`config.mk`:
```
export PLATFORM = sky130hd
export DESIGN_NAME = mtio_port
export DESIGN_NICKNAME = d
export VERILOG_FILES = /design/src/include/mtio_pkg.sv /design/src/hdl/mtio_edge.sv /design/src/hdl/mtio_axil.sv /design/src/hdl/mtio_port.sv
export SDC_FILE = /design/constraint.sdc
export NUM_CORES = 1
export LEC_CHECK = 0
export BUFFER_PORTS_ARGS = -buffer_cell sky130_fd_sc_hd__buf_2
export CAP_MARGIN = 15
export CORE_MARGIN = 5
export CORE_UTILIZATION = 25
export CTS_BUF_LIST = sky130_fd_sc_hd__clkbuf_16
export CTS_CLUSTER_DIAMETER = 30
export DETAILED_ROUTE_END_ITERATION = 8
export GPL_ROUTABILITY_DRIVEN = 0
export PLACE_DENSITY = 0.57
export SLEW_MARGIN = 20
export SYNTH_ARGS = -nofsm -noshare
export SYNTH_HDL_FRONTEND = slang
export SYNTH_SLANG_ARGS = --single-unit
```
`constraint.sdc`:
```
create_clock -name clk -period 2.1 [get_ports clk]
set_clock_uncertainty 0.15 [all_clocks]
set_input_delay 0 -clock clk [delete_from_list [all_inputs] [get_ports clk]]
set_output_delay 0 -clock clk [all_outputs]
set_load 0.005 [all_outputs]
```
`src/include/mtio_pkg.sv`:
```
`default_nettype none
package mtio_pkg;
    // register byte offsets on the bus
    localparam logic [7:0] MTIO_CTRL_OFS       = 8'h00;
    localparam logic [7:0] MTIO_FLAG_SEL_OFS   = 8'h04;
    localparam logic [7:0] MTIO_PIN_STATE_OFS  = 8'h08;
    localparam logic [7:0] MTIO_LAST_TASK_OFS  = 8'h0c;
    localparam logic [7:0] MTIO_IRQ_STATUS_OFS = 8'h10;
    localparam logic [7:0] MTIO_IRQ_ENABLE_OFS = 8'h14;
    localparam logic [7:0] MTIO_IRQ_CLEAR_OFS  = 8'h18;
    localparam int         MTIO_ADDR_W         = 8;

    // control register fields and reset value
    localparam int          MTIO_CTRL_PIN_EN_BIT = 0;
    localparam logic [31:0] MTIO_CTRL_RESET      = 32'h0000_0001;

    // flag select: one 3-bit source index per configurable output
    localparam int          MTIO_SEL_W         = 3;
    localparam int          MTIO_NUM_CFG_FLAGS = 4;
    localparam logic [11:0] MTIO_FLAG_SEL_RESET = 12'h530;

    // block number coding; zero means no task addressed
    localparam int         MTIO_BLOCK_W  = 8;
    localparam logic [7:0] MTIO_NO_BLOCK = 8'h00;

    // interrupt event bit positions
    localparam int MTIO_EV_LAUNCH  = 0;
    localparam int MTIO_EV_RESUME  = 1;
    localparam int MTIO_EV_HOMING  = 2;
    localparam int MTIO_EV_REACHED = 3;
    localparam int MTIO_EV_FERR    = 4;
    localparam int MTIO_EV_STEP    = 5;
    localparam int MTIO_NUM_EV     = 6;

    // bus responses
    localparam logic [1:0] MTIO_RESP_OKAY   = 2'h0;
    localparam logic [1:0] MTIO_RESP_SLVERR = 2'h2;

    // command toward the motion task engine
    typedef struct packed {
        logic                    launch;
        logic                    resume;
        logic                    homing;
        logic [MTIO_BLOCK_W-1:0] number;
    } mtio_cmd_t;

    // status from the motion task engine
    typedef struct packed {
        logic       in_target;
        logic       seq_task_start;
        logic       seq_first;
        logic       ferr_outside;
        logic       limit1;
        logic       limit2;
        logic [7:0] pos_src;
    } mtio_stat_t;
endpackage : mtio_pkg
`default_nettype wire

```
`src/hdl/mtio_edge.sv`:
```
`timescale 1ns/100ps
`default_nettype none
module mtio_edge #(
    parameter int WIDTH = 2
) (
    input  wire logic             clk,
    input  wire logic             sys_rst,
    input  wire logic [WIDTH-1:0] level,
    output logic      [WIDTH-1:0] rise
);
    logic [WIDTH-1:0] prev;

    generate
        if (WIDTH < 1)
        begin : g_bad
            $error("mtio_edge: WIDTH must be at least 1");
        end
    endgenerate

    // prev resets high so a line held high through reset does not fire
    always_ff @(posedge clk)
    begin
        if (sys_rst)
            prev <= '1;
        else
            prev <= level;
    end

    genvar i;
    generate
        for (i = 0; i < WIDTH; i++)
        begin : g_rise
            assign rise[i] = level[i] & ~prev[i];
        end
    endgenerate
endmodule : mtio_edge
`default_nettype wire

```
`src/hdl/mtio_axil.sv`:
```
`timescale 1ns/100ps
`default_nettype none
module mtio_axil
    import mtio_pkg::*;
(
    input  wire logic                   clk,
    input  wire logic                   sys_rst,
    input  wire logic [MTIO_ADDR_W-1:0] s_axi_awaddr,
    input  wire logic                   s_axi_awvalid,
    output logic                        s_axi_awready,
    input  wire logic [31:0]            s_axi_wdata,
    input  wire logic [3:0]             s_axi_wstrb,
    input  wire logic                   s_axi_wvalid,
    output logic                        s_axi_wready,
    output logic [1:0]                  s_axi_bresp,
    output logic                        s_axi_bvalid,
    input  wire logic                   s_axi_bready,
    input  wire logic [MTIO_ADDR_W-1:0] s_axi_araddr,
    input  wire logic                   s_axi_arvalid,
    output logic                        s_axi_arready,
    output logic [31:0]                 s_axi_rdata,
    output logic [1:0]                  s_axi_rresp,
    output logic                        s_axi_rvalid,
    input  wire logic                   s_axi_rready,
    output logic                        wr_en,
    output logic [MTIO_ADDR_W-1:0]      wr_addr,
    output logic [31:0]                 wr_data,
    output logic [3:0]                  wr_strb,
    input  wire logic                   wr_ok,
    output logic [MTIO_ADDR_W-1:0]      rd_addr,
    input  wire logic [31:0]            rd_data,
    input  wire logic                   rd_ok
);
    logic aw_held;
    logic w_held;

    // address and data may come in either order; hold each until both
    assign s_axi_awready = ~aw_held & ~s_axi_bvalid;
    assign s_axi_wready  = ~w_held & ~s_axi_bvalid;
    assign wr_en         = aw_held & w_held & ~s_axi_bvalid;
    assign s_axi_arready = ~s_axi_rvalid;
    assign rd_addr       = s_axi_araddr;

    // write address capture
    always_ff @(posedge clk)
    begin
        if (sys_rst)
        begin
            aw_held <= 1'b0;
            wr_addr <= '0;
        end
        else if (s_axi_awvalid && s_axi_awready)
        begin
            aw_held <= 1'b1;
            wr_addr <= {s_axi_awaddr[MTIO_ADDR_W-1:2], 2'b00};
        end
        else if (wr_en)
            aw_held <= 1'b0;
    end

    // write data capture
    always_ff @(posedge clk)
    begin
        if (sys_rst)
        begin
            w_held  <= 1'b0;
            wr_data <= '0;
            wr_strb <= '0;
        end
        else if (s_axi_wvalid && s_axi_wready)
        begin
            w_held  <= 1'b1;
            wr_data <= s_axi_wdata;
            wr_strb <= s_axi_wstrb;
        end
        else if (wr_en)
            w_held <= 1'b0;
    end

    // write response, one cycle after both halves are held
    always_ff @(posedge clk)
    begin
        if (sys_rst)
        begin
            s_axi_bvalid <= 1'b0;
            s_axi_bresp  <= MTIO_RESP_OKAY;
        end
        else if (wr_en)
        begin
            s_axi_bvalid <= 1'b1;
            s_axi_bresp  <= wr_ok ? MTIO_RESP_OKAY : MTIO_RESP_SLVERR;
        end
        else if (s_axi_bready)
            s_axi_bvalid <= 1'b0;
    end

    // read answer registered in the cycle after the address is taken
    always_ff @(posedge clk)
    begin
        if (sys_rst)
        begin
            s_axi_rvalid <= 1'b0;
            s_axi_rdata  <= '0;
            s_axi_rresp  <= MTIO_RESP_OKAY;
        end
        else if (s_axi_arvalid && s_axi_arready)
        begin
            s_axi_rvalid <= 1'b1;
            s_axi_rdata  <= rd_data;
            s_axi_rresp  <= rd_ok ? MTIO_RESP_OKAY : MTIO_RESP_SLVERR;
        end
        else if (s_axi_rready)
            s_axi_rvalid <= 1'b0;
    end
endmodule : mtio_axil
`default_nettype wire

```
`src/hdl/mtio_port.sv`:
```
`timescale 1ns/100ps
`default_nettype none
module mtio_port
    import mtio_pkg::*;
(
    input  wire logic                    clk,
    input  wire logic                    sys_rst,
    input  wire logic [MTIO_ADDR_W-1:0]  s_axi_awaddr,
    input  wire logic                    s_axi_awvalid,
    output logic                         s_axi_awready,
    input  wire logic [31:0]             s_axi_wdata,
    input  wire logic [3:0]              s_axi_wstrb,
    input  wire logic                    s_axi_wvalid,
    output logic                         s_axi_wready,
    output logic [1:0]                   s_axi_bresp,
    output logic                         s_axi_bvalid,
    input  wire logic                    s_axi_bready,
    input  wire logic [MTIO_ADDR_W-1:0]  s_axi_araddr,
    input  wire logic                    s_axi_arvalid,
    output logic                         s_axi_arready,
    output logic [31:0]                  s_axi_rdata,
    output logic [1:0]                   s_axi_rresp,
    output logic                         s_axi_rvalid,
    input  wire logic                    s_axi_rready,
    input  wire logic                    task_resume_in,
    input  wire logic                    task_launch_in,
    input  wire logic [MTIO_BLOCK_W-1:0] block_number_in,
    output logic                         target_reached_out,
    output logic                         sequence_step_out,
    output logic                         following_ok_out,
    output logic                         position_flag0_out,
    output logic                         position_flag1_out,
    output logic                         position_flag2_out,
    output logic                         position_flag3_out,
    output logic                         position_flag4_out,
    output logic                         position_flag5_out,
    output mtio_cmd_t                    engine_cmd,
    input  wire mtio_stat_t              engine_stat,
    output logic                         irq
);
    logic                                    wr_en;
    logic [MTIO_ADDR_W-1:0]                  wr_addr;
    logic [31:0]                             wr_data;
    logic [3:0]                              wr_strb;
    logic                                    wr_ok;
    logic [MTIO_ADDR_W-1:0]                  rd_addr;
    logic [31:0]                             rd_data;
    logic                                    rd_ok;
    logic [31:0]                             ctrl;
    logic [MTIO_NUM_CFG_FLAGS*MTIO_SEL_W-1:0] flag_sel;
    logic [MTIO_NUM_CFG_FLAGS-1:0]           cfg_flag;
    logic [MTIO_NUM_EV-1:0]                  irq_status;
    logic [MTIO_NUM_EV-1:0]                  irq_enable;
    logic [MTIO_NUM_EV-1:0]                  irq_clear;
    logic [MTIO_NUM_EV-1:0]                  events;
    logic [MTIO_NUM_EV-1:0]                  next_irq_status;
    logic [1:0]                              rise;
    logic                                    launch_edge;
    logic                                    resume_edge;
    logic                                    pins_enabled;
    logic                                    no_block;
    logic                                    prev_in_target;
    logic                                    prev_ferr;
    logic [MTIO_BLOCK_W-1:0]                 last_number;
    logic                                    last_homing;

    mtio_axil u_axil (
        .clk           (clk),
        .sys_rst       (sys_rst),
        .s_axi_awaddr  (s_axi_awaddr),
        .s_axi_awvalid (s_axi_awvalid),
        .s_axi_awready (s_axi_awready),
        .s_axi_wdata   (s_axi_wdata),
        .s_axi_wstrb   (s_axi_wstrb),
        .s_axi_wvalid  (s_axi_wvalid),
        .s_axi_wready  (s_axi_wready),
        .s_axi_bresp   (s_axi_bresp),
        .s_axi_bvalid  (s_axi_bvalid),
        .s_axi_bready  (s_axi_bready),
        .s_axi_araddr  (s_axi_araddr),
        .s_axi_arvalid (s_axi_arvalid),
        .s_axi_arready (s_axi_arready),
        .s_axi_rdata   (s_axi_rdata),
        .s_axi_rresp   (s_axi_rresp),
        .s_axi_rvalid  (s_axi_rvalid),
        .s_axi_rready  (s_axi_rready),
        .wr_en         (wr_en),
        .wr_addr       (wr_addr),
        .wr_data       (wr_data),
        .wr_strb       (wr_strb),
        .wr_ok         (wr_ok),
        .rd_addr       (rd_addr),
        .rd_data       (rd_data),
        .rd_ok         (rd_ok)
    );

    // start and resume act on rising edges only; a held level repeats nothing
    mtio_edge #(
        .WIDTH (2)
    ) u_edge (
        .clk     (clk),
        .sys_rst (sys_rst),
        .level   ({task_launch_in, task_resume_in}),
        .rise    (rise)
    );

    // pin commands are dropped while software has the pins disabled
    assign pins_enabled = ctrl[MTIO_CTRL_PIN_EN_BIT];
    assign launch_edge  = rise[1] & pins_enabled;
    assign resume_edge  = rise[0] & pins_enabled;
    assign no_block     = (block_number_in == MTIO_NO_BLOCK);

    // control register
    always_ff @(posedge clk)
    begin
        if (sys_rst)
            ctrl <= MTIO_CTRL_RESET;
        else if (wr_en && wr_addr == MTIO_CTRL_OFS && wr_strb[0])
            ctrl <= {24'h00_0000, wr_data[7:0]};
    end

    // source select for the software-configurable flags
    always_ff @(posedge clk)
    begin
        if (sys_rst)
            flag_sel <= MTIO_FLAG_SEL_RESET;
        else if (wr_en && wr_addr == MTIO_FLAG_SEL_OFS)
        begin
            if (wr_strb[0])
                flag_sel[7:0] <= wr_data[7:0];
            if (wr_strb[1])
                flag_sel[11:8] <= wr_data[11:8];
        end
    end

    // launch wins over resume when both rise in the same cycle
    always_ff @(posedge clk)
    begin
        if (sys_rst)
            engine_cmd <= '0;
        else
        begin
            engine_cmd.launch <= launch_edge & ~no_block;
            engine_cmd.homing <= launch_edge & no_block;
            engine_cmd.resume <= resume_edge & ~launch_edge;
            if (launch_edge)
                engine_cmd.number <= block_number_in;
        end
    end

    // last accepted task, kept for software
    always_ff @(posedge clk)
    begin
        if (sys_rst)
        begin
            last_number <= MTIO_NO_BLOCK;
            last_homing <= 1'b0;
        end
        else if (launch_edge)
        begin
            last_number <= block_number_in;
            last_homing <= no_block;
        end
    end

    // direct status outputs, registered for clean pin drive
    always_ff @(posedge clk)
    begin
        if (sys_rst)
        begin
            target_reached_out <= 1'b0;
            following_ok_out   <= 1'b1;
            position_flag1_out <= 1'b0;
            position_flag2_out <= 1'b0;
        end
        else
        begin
            target_reached_out <= engine_stat.in_target;
            following_ok_out   <= ~engine_stat.ferr_outside;
            position_flag1_out <= engine_stat.limit1;
            position_flag2_out <= engine_stat.limit2;
        end
    end

    // first task of a sequence forces low so the controller can count toggles
    always_ff @(posedge clk)
    begin
        if (sys_rst)
            sequence_step_out <= 1'b0;
        else if (engine_stat.seq_task_start)
        begin
            if (engine_stat.seq_first)
                sequence_step_out <= 1'b0;
            else
                sequence_step_out <= ~sequence_step_out;
        end
    end

    // configurable flags pick a source only by register, never by pin
    genvar g;
    generate
        for (g = 0; g < MTIO_NUM_CFG_FLAGS; g++)
        begin : g_cfg
            assign cfg_flag[g] = engine_stat.pos_src[flag_sel[g*MTIO_SEL_W +: MTIO_SEL_W]];
        end
    endgenerate

    always_ff @(posedge clk)
    begin
        if (sys_rst)
        begin
            position_flag0_out <= 1'b0;
            position_flag3_out <= 1'b0;
            position_flag4_out <= 1'b0;
            position_flag5_out <= 1'b0;
        end
        else
        begin
            position_flag0_out <= cfg_flag[0];
            position_flag3_out <= cfg_flag[1];
            position_flag4_out <= cfg_flag[2];
            position_flag5_out <= cfg_flag[3];
        end
    end

    // previous levels for event edges
    always_ff @(posedge clk)
    begin
        if (sys_rst)
        begin
            prev_in_target <= 1'b0;
            prev_ferr      <= 1'b0;
        end
        else
        begin
            prev_in_target <= engine_stat.in_target;
            prev_ferr      <= engine_stat.ferr_outside;
        end
    end

    // interrupt sources
    always_comb
    begin
        events                  = '0;
        events[MTIO_EV_LAUNCH]  = launch_edge & ~no_block;
        events[MTIO_EV_RESUME]  = resume_edge & ~launch_edge;
        events[MTIO_EV_HOMING]  = launch_edge & no_block;
        events[MTIO_EV_REACHED] = engine_stat.in_target & ~prev_in_target;
        events[MTIO_EV_FERR]    = engine_stat.ferr_outside & ~prev_ferr;
        events[MTIO_EV_STEP]    = engine_stat.seq_task_start;
    end

    // write-one-to-clear; a new event in the same cycle survives the clear
    assign irq_clear       = (wr_en && wr_addr == MTIO_IRQ_CLEAR_OFS && wr_strb[0])
                             ? wr_data[MTIO_NUM_EV-1:0] : '0;
    assign next_irq_status = (irq_status & ~irq_clear) | events;

    always_ff @(posedge clk)
    begin
        if (sys_rst)
            irq_status <= '0;
        else
            irq_status <= next_irq_status;
    end

    always_ff @(posedge clk)
    begin
        if (sys_rst)
            irq_enable <= '0;
        else if (wr_en && wr_addr == MTIO_IRQ_ENABLE_OFS && wr_strb[0])
            irq_enable <= wr_data[MTIO_NUM_EV-1:0];
    end

    assign irq = |(irq_status & irq_enable);

    // writes to read-only or unmapped words answer with an error
    always_comb
    begin
        unique case (wr_addr)
            MTIO_CTRL_OFS, MTIO_FLAG_SEL_OFS, MTIO_IRQ_ENABLE_OFS,
            MTIO_IRQ_CLEAR_OFS: wr_ok = 1'b1;
            default:            wr_ok = 1'b0;
        endcase
    end

    // read mux; the clear register reads as zero
    always_comb
    begin
        rd_data = '0;
        rd_ok   = 1'b1;
        unique case ({rd_addr[MTIO_ADDR_W-1:2], 2'b00})
            MTIO_CTRL_OFS:       rd_data = ctrl;
            MTIO_FLAG_SEL_OFS:   rd_data = {20'h0_0000, flag_sel};
            MTIO_PIN_STATE_OFS:  rd_data = {12'h000, position_flag5_out, position_flag4_out,
                                            position_flag3_out, position_flag2_out,
                                            position_flag1_out, position_flag0_out,
                                            following_ok_out, sequence_step_out,
                                            target_reached_out, task_launch_in,
                                            task_resume_in, 1'b0, block_number_in};
            MTIO_LAST_TASK_OFS:  rd_data = {23'h00_0000, last_homing, last_number};
            MTIO_IRQ_STATUS_OFS: rd_data = {26'h000_0000, irq_status};
            MTIO_IRQ_ENABLE_OFS: rd_data = {26'h000_0000, irq_enable};
            MTIO_IRQ_CLEAR_OFS:  rd_data = '0;
            default:             rd_ok   = 1'b0;
        endcase
    end
endmodule : mtio_port
`default_nettype wire

```
Yosys cells after proc, flatten, opt, wreduce, memory -nomap -nowiden
Index checks and enable logic that the tools add are counted.
{"block": "word_totals", "regBits": 116, "inputBits": 83, "wordCells": 117}
{"block": "op_classes", "n_lt_le_gt_ge": 4, "eq_ne": 9, "muxes": 22, "bitwise": 29, "n_reduce_logical": 22}
{"operator": "$pmux 20 s6", "count": 1}
{"operator": "$eq 6x3->1 const B", "count": 5}
{"operator": "$logic_not 8->1", "count": 2}
{"operator": "$lt 3x4->1 const B", "count": 4}
{"operator": "$mux 1", "count": 14}
{"operator": "$and 1x1->1", "count": 13}
{"operator": "$and 6x6->6", "count": 2}
{"operator": "$bmux 1 s3", "count": 4}
{"operator": "$eq 6x1->1 const B", "count": 2}
{"operator": "$eq 6x2->1 const B", "count": 2}
{"operator": "$not 1->1", "count": 12}
{"operator": "$logic_and 1x1->1", "count": 10}
{"operator": "$reduce_bool 2->1", "count": 4}
{"operator": "$reduce_or 7->1", "count": 1}
{"operator": "$logic_not 6->1", "count": 1}
{"operator": "$mux 6", "count": 1}
{"operator": "$not 6->6", "count": 1}
{"operator": "$or 6x6->6", "count": 1}
{"operator": "$reduce_or 6->1", "count": 1}
{"operator": "$mux 2", "count": 2}
{"operator": "$reduce_and 2->1", "count": 2}
{"operator": "$reduce_or 4->1", "count": 1}

Logic depth before layout (Yosys ltp)
Gate-level depths: netlist (run 1).
{"block": "depth", "word_depth": 8, "ltp_mapped": 6}

Modules after synthesis
Synthesis (run 1) repeated with hierarchy kept, for this count alone.
{"block": "hier_totals", "hier_cells": 661, "hier_area_um2": 5876.9}
{"mod": "mtio_axil", "n_inst": 1, "cells_per_inst": 359, "area_each_um2": 2930.3}
{"mod": "mtio_port", "n_inst": 1, "cells_per_inst": 296, "area_each_um2": 2881.5}
{"mod": "mtio_edge", "n_inst": 1, "cells_per_inst": 6, "area_each_um2": 65.1}

Least setup slack after synthesis (run 1)
No wires, ideal clock.
{"block": "synth_timing", "path_type": "register to register", "startpoint": "reg u_axil.wr_addr[5]", "endpoint": "reg irq_enable[0]", "setup_time_ns": 0.128, "arrival_ns": 1.224, "t_required_ns": 1.822, "path_slack_ns": 0.598, "path_stages_with_launch": 6, "n_path_buf": 1, "path_cell_list": "dfxtp_1 -> nor4b_4 -> and3_1 -> buf_4 -> mux2i_1 -> nor2_1"}
{"block": "synth_via", "elab_chain_cells": 3}
{"item": "start, declared", "line_no": "mtio_axil.sv:26", "text": "output logic [MTIO_ADDR_W-1:0] wr_addr,"}
{"item": "start signal, assigned", "line_no": "mtio_axil.sv:55", "text": "wr_addr <= {s_axi_awaddr[MTIO_ADDR_W-1:2], 2'b00};"}
{"item": "$eq 6x3->1", "line_no": "mtio_port.sv:270", "text": "else if (wr_en && wr_addr == MTIO_IRQ_ENABLE_OFS && wr_strb[0])"}
{"item": "$logic_and 1x1->1 (2 in series)", "line_no": "mtio_port.sv:270"}
{"item": "end signal, assigned", "line_no": "mtio_port.sv:271", "text": "irq_enable <= wr_data[MTIO_NUM_EV-1:0];"}
{"item": "end, declared", "line_no": "mtio_port.sv:53", "text": "logic [MTIO_NUM_EV-1:0] irq_enable;"}
No other way between the ends.
A chain may end at the register's enable or synchronous reset.

Worst setup path after layout (run 1)
{"block": "layout_timing", "startpoint": "reg u_axil.s_axi_bvalid", "endpoint": "reg irq_enable[2]"}
{"block": "layout_via", "elab_chain_cells": 4}
{"item": "start, declared", "line_no": "mtio_axil.sv:16", "text": "output logic s_axi_bvalid,"}
{"item": "start signal, assigned", "line_no": "mtio_axil.sv:85", "text": "s_axi_bvalid <= 1'b0;"}
{"item": "start signal, assigned", "line_no": "mtio_axil.sv:90", "text": "s_axi_bvalid <= 1'b1;"}
{"item": "start signal, assigned", "line_no": "mtio_axil.sv:94", "text": "s_axi_bvalid <= 1'b0;"}
{"item": "$not 1->1", "line_no": "mtio_axil.sv:40", "text": "assign wr_en = aw_held & w_held & ~s_axi_bvalid;"}
{"item": "$and 1x1->1", "line_no": "mtio_axil.sv:40"}
{"item": "$logic_and 1x1->1 (2 in series)", "line_no": "mtio_port.sv:270"}
No other way between the ends.

==> summary.md, run 1 <==
| Metric | Value |
|---|---|
| Critical Path Start Type | flop |
| Share of post-route cells with drive strength above 1 | approximately 28% |
| First drt pass iteration count | 4 |
| Max Cap Viol | 0 |
| Reg clk slew, reported paths | 0.08 ns |
| Worst Setup End Kind | flop |
| Starting DRT DRC Count | around 200 |
| Die Span X | approximately 140 um |
| Overall routing resource usage | between 10% and 20% |
| Fill count | between 1500 and 2000 |
| Synth Cell Area | 4395 um2 |
| Drt via density | 4.457 |
| Power Dens Cells | ~710 nW/um2 |
| CTS buffer count | 9 |
| Design Area, Final | 5837 um2 |
| Post-CTS setup buffer count | 0 |
| Antenna-violating nets left | 0 |
| CTS tree | yes |
| DRC violation count after routing | 0 |
| Top delay family on crit path | simple AND/OR/NAND/NOR gates |
| First-pass GRT wire length | ~20000 um |
| Slew margin rel. | 45.91% |
| Total power | a little over 4 mW |
| Min-delay src | s_axi_araddr[5] |
| Critical Path Sink | irq_enable[2]$_SDFFE_PP0P_ |
| Post-Place Cell Area | roughly 5100 um2 |
| Number of global-route vias before repair | roughly 3700 |
| CP Launch Point | u_axil.s_axi_bvalid$_SDFFE_PP0P_ |
| RSZ-0062 raised after global routing | false |
| Fin Setup TNS | 0 ns |
| Antenna violations before repair | 0 |
| Critical Path RT | between 2 and 2.5 ns |
| Initial core utilization | roughly a quarter |
| Synthesized area per cell | about 9.6 um2 |
| #FFs+latches synth | 102 |
| Hold Fails Final Rpt | 1 |
| Final wirelength | 13170 um |
| Area Overhead vs Synth | 32.79% |
| Syn Inst Count | between 400 and 500 |
| WP buf/inv | 0 |
| Setup Viol. Count Final | 0 |
| Synth Flop Type | dfxtp_1 |
| Stages on worst setup path | 4 |
| Worst hold slack | -0.01568 ns |
| DR WL/cell | roughly 16 um |
| Final period util | between 80% and 90% |
| R2R depth | 4 |
| Core area | approximately 17000 um2 |
| NumNets Final | between 600 and 700 |
| CTS Sinks | about 100 |
| ANT cells | 0 |
| Crit path DAT | roughly 1.9 ns |
| Clk buf depth | 2 |
| Buffers on Ports | ~100 |
| Die Y-Extent | ~140 um |
| Max-slew violations | 0 |
| Final min period | approximately 1.8 ns |
| Worst r2r src | u_axil.s_axi_bvalid$_SDFFE_PP0P_ |
| Worst path cell trace | and3b_1, and3_1, mux2i_1, nor2_1 |
| Largest net degree at the start of global routing | 48 |
| Leakage | approximately 2.6 nW |
| Actual slew at the worst max-slew pin | between 0.8 and 0.9 ns |
| Via count | 3722 |
| Worst vdd ir | 0.5432 mV |
| Distinct cells, synth | 50 |
| Async SR Flop Fraction | 0% |
| HPWL Detailed | 9857 um |
| Worst flop-to-flop path endpoint | irq_enable[2]$_SDFFE_PP0P_ |
| Row count | 48 |
| Sequential cell area fraction in the yosys report | 46.46% |
| Full die area | a little over 20000 um2 |
| Grt ovf | 0 |
| Post-synth EDFFs | 0 |
| Fmax | roughly 570 MHz |
| Hold WC Path Type | in -> reg |
| CTS Root Cell | clkbuf_16 |
| Setup Crit Path Kind | reg -> reg |
| Synth warnings | 0 |
| Status | finished with violations |
| Skew-Pair Late Insertion Delay | ~0.35 ns |
| Top Ports | about 150 |
| Slowest CP cell | and3_1 |
| Largest stage delay, worst path | about 0.45 ns |
| Htree depth | 3 |
| Failing checks | negative hold slack |
| Highest net fanout along the worst path | 8 |
| R2R Setup Slk | approximately 0.33 ns |
[where the power goes]
part,switching [mW],total [mW],leakage (nW),internal [mW]
Sequential,0.0628,2.07,0.832,2.00
Combinational,0.236,0.466,1.59,0.229
Clock,0.789,1.61,0.133,0.819
[cell families (layout without fill, tap and decap cells)]
family | after synthesis | count (layout) | synth area share [%]
and+or+nand+nor | 162 | 162 | 18.42
DFF | 102 | 102 | 46.46
AOI/OAI and AO/OA | 88 | 88 | 12.64
muxes | 59 | 59 | 16.45
buffers and inverters | 47 | 184 | 5.750
other | 1 | 14 | 0.08532
xor gates and xnor gates | 1 | 1 | 0.1993
[tightest hold or removal path, stage by stage]
cell and delay, ns:
buf_2 0.10, nor4_2 0.04, buf_4 0.14, nand3_1 0.09
a21oi_1 0.06
[per-layer routing]
| metal | wire length (um) | track usage, % | share of wire (%) |
|---|---|---|---|
| met5 | 0 | 0 | 0 |
| met4 | 170 | 3.102 | 1.3 |
| met3 | 890 | 3.797 | 6.8 |
| met2 | 5853 | 20.20 | 44 |
| met1 | 6257 | 17.88 | 48 |
[registers in the layout (all words and copies together), names as in the netlist, 2 cells and up]
name                count
u_axil.wr_addr          6
engine_cmd              3
ctrl                    8
u_edge.prev             2
last_number             8
u_axil.wr_strb          2
irq_enable              6
irq_status              6
u_axil.s_axi_rdata     20
u_axil.wr_data         12
flag_sel               12
[metrics by stage]
stage / setup slack, ns / instances / util, % / hold WS, ns
final: 0.3316 / 835 / 33.75 / -0.01568
after global placement: 0.3652 / 775 / 29.54 / 0.06266
after CTS: 0.06138 / 836 / 33.80 / 0.006800
after detailed placement: 0.3403 / 775 / 29.54 / 0.06256
after global routing: 0.1867 / 835 / 33.75 / 0.01057
after floorplan: 0.5984 / 473 / - / -0.04342
[placed cells by master, fill, tap and decap left out, types with 14 or more instances in the layout]
| master | instances |
|---|---|
| buf_2 | 104 |
| dfxtp_1 | 102 |
| nand2_1 | 69 |
| dlygate4sd3_1 | 44 |
| nor2_1 | 43 |
| a21oi_1 | 41 |
| mux2i_1 | 34 |
| mux2_2 | 16 |
| conb_1 | 14 |
[synth_stat cells, types with 2 or more instances]
cell      instances  area share, %
a22oi_1           6            1.0
inv_1             9           0.77
a22o_1           11            2.2
and2_1            3           0.43
or2_2             2           0.28
a311oi_1          2           0.40
mux2_2           16            4.1
nand3_2           2           0.46
a31oi_1           2           0.28
buf_2             7           0.80
nor3_1            5           0.57
a211o_1           2           0.40
a21oi_1          41            4.7
o21ai_0          11            1.3
or4_4             2           0.51
and3_1            3           0.43
nand3_1           5           0.57
buf_4            16            2.7
mux2i_1          34            7.7
dfxtp_1         102             46
nor2_1           43            3.7
mux4_2            9            4.6
and3b_1           3           0.60
a221oi_1          5            1.0
nand2b_1          4           0.57
a221o_1           2           0.46
and4_1            2           0.40
clkbuf_1         14            1.2
nor2b_1           7            1.0
nand2_1          69            5.9
o21ai_1           2           0.23
[layout make-up]
class,instances,area [um2],share of cell area (%)
timing repair buffer,159,1044,17.88
sequential,102,2042,34.98
inverter,9,33.78,0.5788
clock inverter,7,60.06,1.029
multi-input combinational,324,2151,36.85
clock buffer,9,225.2,3.859
tap,225,281.5,4.823
[timing repair]
item | in CTS | in global routing
resized for setup | 0 | 1
hold buffers | 45 | 0
endpoints found under the setup margin | 0 | 6
endpoints found under the hold margin | 58 | 0
[how the worst min path moves through the flow]
stage | endpoint | slack, ns | cells past startpoint
CTS | u_axil.s_axi_rvalid$_SDFFE_PP0P_ | 0.007 | 4
finish | u_axil.s_axi_rdata[11]$_SDFFE_PP0P_ | -0.02 | 5
global route | u_axil.s_axi_rdata[11]$_SDFFE_PP0P_ | 0.01 | 5
global placement | prev_in_target$_SDFF_PP0_ | 0.06 | 3
detailed placement | position_flag2_out$_SDFF_PP0_ | 0.06 | 2
floorplan | u_edge.prev[0]$_SDFF_PP1_ | -0.04 | 1
Note: power is estimated with default switching activity, not from simulation.
==> run 2, diff against run 1 <==
--- a/config.mk
+++ b/config.mk
@@ -5,6 +5,7 @@
 export SDC_FILE = /design/constraint.sdc
 export NUM_CORES = 1
 export LEC_CHECK = 0
+export ABC_AREA = 1
 export BUFFER_PORTS_ARGS = -buffer_cell sky130_fd_sc_hd__buf_2
 export CAP_MARGIN = 15
 export CORE_MARGIN = 5
@@ -13,7 +14,7 @@
 export CTS_CLUSTER_DIAMETER = 30
 export DETAILED_ROUTE_END_ITERATION = 8
 export GPL_ROUTABILITY_DRIVEN = 0
-export PLACE_DENSITY = 0.57
+export PLACE_DENSITY = 0.59
 export SLEW_MARGIN = 20
 export SYNTH_ARGS = -nofsm -noshare
 export SYNTH_HDL_FRONTEND = slang
==> constraint.sdc (replaced) <==
create_clock -name clk -period 1.6 [get_ports clk]
set_clock_uncertainty 0.15 [all_clocks]
set_input_delay 0 -clock clk [delete_from_list [all_inputs] [get_ports clk]]
set_output_delay 0 -clock clk [all_outputs]
set_load 0.005 [all_outputs]
==> run 2 against run 1 <==
Effect of this change: the flow now finishes without violations; global-route usage is 0.50 points higher; synthesized cell count rose by 32%; area after synthesis grew 0.31%; first-iteration DRC count is 5.0% higher; critical endpoint is now irq_status[4]$_SDFF_PP0_; largest power group unchanged; highest routed layer unchanged.
==> summary.md, run 2 <==
| Metric | Value |
|---|---|
| Status | complete, no violations |
| HPWL Detailed | 10260 um (+4.1%) |
| Htree depth | 3 (unchanged) |
| Syn Inst Count | 607 (+32%) |
| Distinct cells, synth | 32 (-36%) |
| Slowest CP cell | dfxtp_1 |
| Synth Cell Area | 4409 um2 (+0.31%) |
| Setup Viol. Count Final | 0 (unchanged) |
| Leakage | 2.652 nW (+3.7%) |
| Post-synth EDFFs | 0 (unchanged) |
| R2R Setup Slk | 0.06 ns (-0.27 ns) |
| CTS tree | yes |
| Max-slew violations | 0 (unchanged) |
| Setup Crit Path Kind | reg -> reg |
| Compound-Gate Fraction of Synth Area | 22.79% (+10 points) |
| DRC violation count after routing | 0 (unchanged) |
| Most instantiated cells after synthesis | 107 x o21ai_0, 102 x dfxtp_1, 75 x nor2_1 |
| Drt via density | 4.438 (-0.43%) |
| Synth warnings | 0 (unchanged) |
| Antenna-violating nets left | 0 (unchanged) |
| Critical Path Start Type | flop |
| DR WL/cell | 13.91 um (-12%) |
| Skew-Pair Late Insertion Delay | 0.35 ns (about the same) |
| CTS Root Cell | clkbuf_16 |
| Hold Fails Final Rpt | 0 (-1) |
| Final wirelength | 13770 um (+4.5%) |
| Top Ports | 145 (unchanged) |
| Overall routing resource usage | 13.52% (+0.50 points) |
| Die Span X | 142.8 um (+0.15%) |
| Worst r2r src | u_axil.w_held$_SDFFE_PP0P_ |
| Clk buf depth | 2 (unchanged) |
| Worst Setup End Kind | flop |
| Crit path DAT | 1.60 ns (-0.25 ns) |
| #FFs+latches synth | 102 (unchanged) |
| Fmax | 650.5 MHz (+15%) |
| Largest registers | u_axil.s_axi_rdata (20), flag_sel (12), u_axil.wr_data (12) |
| Final period util | 96.07% (+12 points) |
| Worst path cell trace | nand2_1, nor2_4, nand2_4, inv_2, nand2_1, o21ai_0, o22ai_1 |
| Top delay family on crit path | simple AND/OR/NAND/NOR gates |
| Via count | 4394 (+18%) |
| Post-synthesis mux area share | 0% (-16 points) |
| Main area contributors after synthesis | dfxtp_1 46%, o21ai_0 12%, a21oi_1 8.3% |
| Dominant cell type by area after synthesis | dfxtp_1 |
| Most frequent cells in the layout | 106 x o21ai_0, 104 x buf_2, 101 x dfxtp_1 |
| Reg with most FFs | u_axil.s_axi_rdata |
| Full die area | 20390 um2 (+0.30%) |
| Synthesized area per cell | 7.264 um2 (-24%) |
| Share of post-route cells with drive strength above 1 | 20.78% (-6.9 points) |
| Reg area | 2043 um2 (about the same) |
| Final min period | 1.537 ns (-0.2312 ns) |
| ANT cells | 0 (unchanged) |
| Reg clk slew, reported paths | 0.07 ns (about the same) |
| Sequential cell area fraction in the yosys report | 46.31% (-0.15 points) |
| Core area | 17300 um2 (unchanged) |
| Async SR Flop Fraction | 0% (unchanged) |
| Number of global-route vias before repair | 4196 (+14%) |
| Power Dens Cells | 889.5 nW/um2 (+25%) |
| Multi-input logic area | 1997 um2 (-7.2%) |
| Most numerous cell in the Yosys netlist | o21ai_0 |
| Final Util | 34.72% (+0.98 points) |
| Synth Flop Type | dfxtp_1 |
| Max Cap Viol | 0 (unchanged) |
| Largest register FFs | 20 (unchanged) |
| Largest net degree at the start of global routing | 70 (+46%) |
| Simple-Gate Fraction of Synth Area | 19.86% (+1.4 points) |
| Highest net fanout along the worst path | 6 (-2) |
| Fin Setup TNS | 0 ns (unchanged) |
| Worst vdd ir | 0.6272 mV (+15%) |
| Starting DRT DRC Count | 211 (+5.0%) |
| CTS Sinks | 102 (unchanged) |
| Largest stage delay, worst path | 0.36 ns (-0.09 ns) |
| Area Overhead vs Synth | 36.21% |
| CTS buffer count | 9 (unchanged) |
| Initial core utilization | 25.49% (+0.080 points) |
| Grt ovf | 0 (unchanged) |
| Fill count | 1858 (+3.2%) |
| Share of the synthesized area in the top cell type | 46.31% (-0.15 points) |
| Synth Area in Adders | 0% (unchanged) |
| Combinational family with the most area after synthesis | compound AO/OA/AOI/OAI gates |
| CP Launch Point | u_axil.w_held$_SDFFE_PP0P_ |
| Row count | 48 (unchanged) |
| Most common cell type on the critical path | nand2_1 |
| Hold WC Path Type | in -> reg |
| Critical Path RT | 1.66 ns (-0.52 ns) |
| Die Y-Extent | 142.8 um (+0.15%) |
| Antenna violations before repair | 0 (unchanged) |
| Most common cell after layout, fill and taps aside | o21ai_0 |
| NumNets Final | 844 (+23%) |
| XOR/XNOR share of the synthesized area | 0% (-0.20 points) |
| Buffers on Ports | 104 (unchanged) |
| First-pass GRT wire length | 21760 um (+6.2%) |
| WP buf/inv | 1 (+1) |
| First drt pass iteration count | 4 (unchanged) |
| Min-delay src | engine_stat[4] |
## run 2: cell count changes after synthesis, sizes merged, moves of 6 or more
| cell | delta |
|---|---|
| mux2i | -34 |
| a22o | -11 |
| mux4 | -9 |
| nand3 | +18 |
| nor3 | +7 |
| nor2b | -7 |
| inv | +63 |
| nor2 | +40 |
| a22oi | -6 |
| a21oi | +32 |
| o21ai | +96 |
| mux2 | -16 |
## run 2: final timing paths
check                                        to  depth (start not counted)
setup / recovery       irq_status[4]$_SDFF_PP0_                          7
hold / removal    position_flag3_out$_SDFF_PP0_                          5
setup reg to reg       irq_status[4]$_SDFF_PP0_                          7
hold reg to reg        irq_status[4]$_SDFF_PP0_                          1
## run 2: final cells by class
class	count	area share (%)
clock buffers	9	3.750
inverters	73	4.687
clock inverters	6	0.5208
repair buffers	167	19.08
well taps	225	4.687
multi-input cells	408	33.25
flip-flops and latches	102	34.02
## run 2: cells by family after synthesis
logic type             count (synthesis)
AND/OR/NAND/NOR                      199
AO/OA/AOI/OAI                        195
buffers and inverters                110
other                                  1
flip-flops                           102
## run 2: worst register-to-register path, delay by kind of cell, from the launching register on
kind,cells,cell delay (ns)
buffers and inverters,1,0.08
and+or+nand+nor,4,0.50
AOI/OAI and AO/OA,2,0.31
DFF,1,0.36
## run 2: timing repair
action,in CTS,in global routing
hold buffers,46,0
setup endpoints to repair,0,35
setup buffers,0,1
hold endpoints to repair,58,0
resized for setup,0,18
## run 2: power breakdown
group	internal, mW	switching (mW)	total [mW]
Clock	1.03	0.914	1.94
Sequential	2.65	0.0832	2.74
Combinational	0.301	0.366	0.666
## run 2: layer usage
| layer | share of wire, % | up-vias | track usage, % | routed length [um] |
|---|---|---|---|---|
| li1 | - | 2282 | - | - |
| met1 | 47 | 1954 | 18.24 | 6416 |
| met2 | 46 | 139 | 21.54 | 6318 |
| met3 | 5.5 | 19 | 3.483 | 763 |
| met4 | 1.9 | 0 | 3.602 | 268 |
| met5 | 0 | - | 0 | 0 |
## run 2: through the flow
stage	cells	total power [mW]	cell area (um2)	hold WS (ns)	worst slack, ns
floorplan	620	3.092	4458	-0.07451	0.1793
global placement	928	3.347	5196	0.05207	0.06553
detailed placement	928	3.353	5196	0.06194	0.03367
CTS	989	5.397	5913	0.008022	0.01129
global route	990	5.616	6006	0.04565	-0.004243
finish	990	5.342	6006	0.004962	0.06282
==> run 3, diff against run 2 <==
--- a/config.mk
+++ b/config.mk
@@ -8,12 +8,14 @@
 export ABC_AREA = 1
 export BUFFER_PORTS_ARGS = -buffer_cell sky130_fd_sc_hd__buf_2
 export CAP_MARGIN = 15
+export CORE_ASPECT_RATIO = 0.9
 export CORE_MARGIN = 5
 export CORE_UTILIZATION = 25
 export CTS_BUF_LIST = sky130_fd_sc_hd__clkbuf_16
 export CTS_CLUSTER_DIAMETER = 30
 export DETAILED_ROUTE_END_ITERATION = 8
 export GPL_ROUTABILITY_DRIVEN = 0
+export HOLD_SLACK_MARGIN = 0.08
 export PLACE_DENSITY = 0.59
 export SLEW_MARGIN = 20
 export SYNTH_ARGS = -nofsm -noshare
==> run 3 against run 2 <==
Effect of this change: via count grew 0.25%; sequential power about the same; clock power grew 10%; critical endpoint is now u_edge.prev[0]$_SDFF_PP1_; fmax fell by 1.8%; sequential cell count unchanged; highest routed layer unchanged; hold slack better by 0.093 ns; core utilization rose by 0.73 points; critical path depth shrank 1; critical path type is now in -> reg.
==> summary.md, run 3 (synthesis results as in run 2) <==
| Metric | Value |
|---|---|
| Status | complete, no violations |
| Max-slew violations | 0 (unchanged) |
| Largest register FFs | 20 (unchanged) |
| Die Y-Extent | 136.0 um (-4.8%) |
| NetSw | 1.393 mW (+2.2%) |
| Power Dens Cells | 897.4 nW/um2 (+0.89%) |
| RSZ-0062 raised after global routing | true |
| Post-Place Cell Area | 5180 um2 (-0.31%) |
| Fmax | 639.2 MHz (-1.8%) |
| HPWL Detailed | 9947 um (-3.1%) |
| Slew margin rel. | between 60% and 70% |
| Skew-Pair Late Insertion Delay | 0.35 ns (about the same) |
| Max Cap Viol | 0 (unchanged) |
| Buffers on Ports | 104 (unchanged) |
| Leakage | 2.736 nW (+3.2%) |
| CTS Sinks | 102 (unchanged) |
| Final wirelength | 13640 um (-0.94%) |
| Gate power share | 12.6% (about the same) |
| Share of post-route cells with drive strength above 1 | 20.57% (-0.22 points) |
| Hold WC Path Type | in -> reg |
| First-pass GRT wire length | 21580 um (-0.82%) |
| Final Util | 35.45% (+0.73 points) |
| Hold Fails Final Rpt | 0 (unchanged) |
| Full die area | 20400 um2 (about the same) |
| First drt pass iteration count | 5 (+1) |
| ANT cells | 0 (unchanged) |
| Multi-input logic area | 2001 um2 (+0.19%) |
| Row count | 46 (-4.2%) |
| Clock power share | 38.4% (+2.1 points) |
| Highest net fanout along the worst path | 36 (+30) |
| Design Area, Final | 6202 um2 (+3.3%) |
| Starting DRT DRC Count | 289 (+37%) |
| R2R depth | 6 (-1) |
| Setup Crit Path Kind | in -> reg |
| Via count | 4405 (+0.25%) |
| Most common cell after layout, fill and taps aside | o21ai_0 |
| Htree depth | 3 (unchanged) |
| Crit path DAT | 1.64 ns (+0.04 ns) |
| Hold path depth | 7 (+2) |
| Fill count | 1874 (+0.86%) |
| Antenna-violating nets left | 0 (unchanged) |
| DR WL/cell | 13.40 um (-3.7%) |
| Area Overhead vs Synth | 40.66% |
| Reg area | 2042 um2 (about the same) |
| Pint | 4.173 mW (+4.9%) |
| Die Span X | 150.0 um (+5.0%) |
| Worst Setup End Kind | flop |
| Number of global-route vias before repair | 4240 (+1.0%) |
| Reg clk slew, reported paths | 0.07 ns (about the same) |
| Final min period | 1.565 ns (+0.02739 ns) |
| Critical Path Start Type | input port |
| Actual slew at the worst max-slew pin | between 0.4 and 0.5 ns |
| Setup Viol. Count Final | 0 (unchanged) |
| DRC violation count after routing | 0 (unchanged) |
| Overall routing resource usage | 13.24% (-0.28 points) |
| CTS Root Cell | clkbuf_16 |
| Largest registers | u_axil.s_axi_rdata (20), flag_sel (12), u_axil.wr_data (12) |
| Clk buf depth | 2 (unchanged) |
| Final period util | 97.79% (+1.7 points) |
| CTS buffer count | 9 (unchanged) |
| Core area | 17500 um2 (+1.2%) |
| Grt ovf | 0 (unchanged) |
| Antenna violations before repair | 0 (unchanged) |
| Drt via density | 4.327 (-2.5%) |
| Sequential share of power | 49.0% (-2.2 points) |
| Largest net degree at the start of global routing | 73 (+4.3%) |
| Initial core utilization | 25.20% (-0.29 points) |
| Top Ports | 145 (unchanged) |
| Most frequent cells in the layout | 106 x o21ai_0, 104 x buf_2, 102 x dfxtp_1 |
| NumNets Final | 857 (+1.5%) |
| Worst vdd ir | 0.5642 mV (-10%) |
| Reg with most FFs | u_axil.s_axi_rdata |
| Critical Path RT | 1.68 ns (+0.02 ns) |
| Sw Ratio | 25.03% (-0.49 points) |
| CTS tree | yes |
run 3: cell types whose count changed in the layout (fill, tap and decap cells not counted), sizes merged:
cell / previous run / this run
inv: 73 / 72
dlygate4sd3: 46 / 61
bufinv: 0 / 1
clkbuf: 9 / 10
clkinv: 4 / 5
buf: 121 / 118
clkinvlp: 2 / 1
run 3: power by group through the flow:
stage	combinational, mW	sequential, mW	clock (mW)
floorplan	0.324	2.77	0
global placement	0.546	2.78	0
detailed placement	0.550	2.78	0
CTS	0.666	2.72	2.20
global route	0.792	2.74	2.29
finish	0.700	2.73	2.14
run 3: worst max-delay path: stages:
cell and delay (ns):
dlygate4sd3_1 0.54, buf_2 0.15, clkinvlp_4 0.11, buf_12 0.19
nand2_1 0.08, dlygate4sd3_1 0.55
run 3: final cells by class:
type | count | share of cell area, %
Multi-Input combinational cell | 408 | 32.26
Sequential cell | 102 | 32.92
Tap cell | 240 | 4.842
Timing Repair Buffer | 180 | 20.80
Clock buffer | 9 | 3.631
Inverter | 73 | 4.499
Clock inverter | 6 | 1.049
run 3: path summary, 6_finish.rpt:
kind | startpoint | endpoint | slack [ns]
worst min register to register | prev_ferr$_SDFF_PP0_ | irq_status[4]$_SDFF_PP0_ | 0.28
worst min-delay path | s_axi_araddr[3] | u_axil.s_axi_rdata[9]$_SDFFE_PP0P_ | 0.1
worst max register to register | u_axil.wr_addr[6]$_SDFFE_PP0P_ | flag_sel[1]$_SDFFE_PP0P_ | 0.08
worst max-delay path | sys_rst | u_edge.prev[0]$_SDFF_PP1_ | 0.04
run 3: through the flow:
step | TNS [ns] | total power [mW] | hold WS [ns] | setup WS, ns | cells
after floorplan | 0 | 3.092 | -0.07451 | 0.1793 | 620
after global placement | 0 | 3.328 | 0.05162 | 0.04904 | 940
after detailed placement | 0 | 3.332 | 0.06249 | 0.01348 | 940
after CTS | 0 | 5.588 | 0.08363 | 0.002038 | 1015
after global routing | -0.05408 | 5.826 | 0.1343 | -0.03359 | 1018
final | 0 | 5.566 | 0.09797 | 0.03542 | 1018
run 3: layer usage:
metal | vias to the layer above | GRT usage [%] | share of wire, %
li1 | 2314 | - | -
met1 | 1945 | 18.76 | 49
met2 | 135 | 20.32 | 44
met3 | 11 | 3.233 | 6.4
met4 | 0 | 3.100 | 1.1
met5 | - | 0 | 0
run 3: what timing repair did:
action,in CTS,in global routing
hold endpoints to repair,76,8
setup buffers,0,1
hold buffers,60,1
endpoints found under the setup margin,0,62
gates resized for setup,0,20
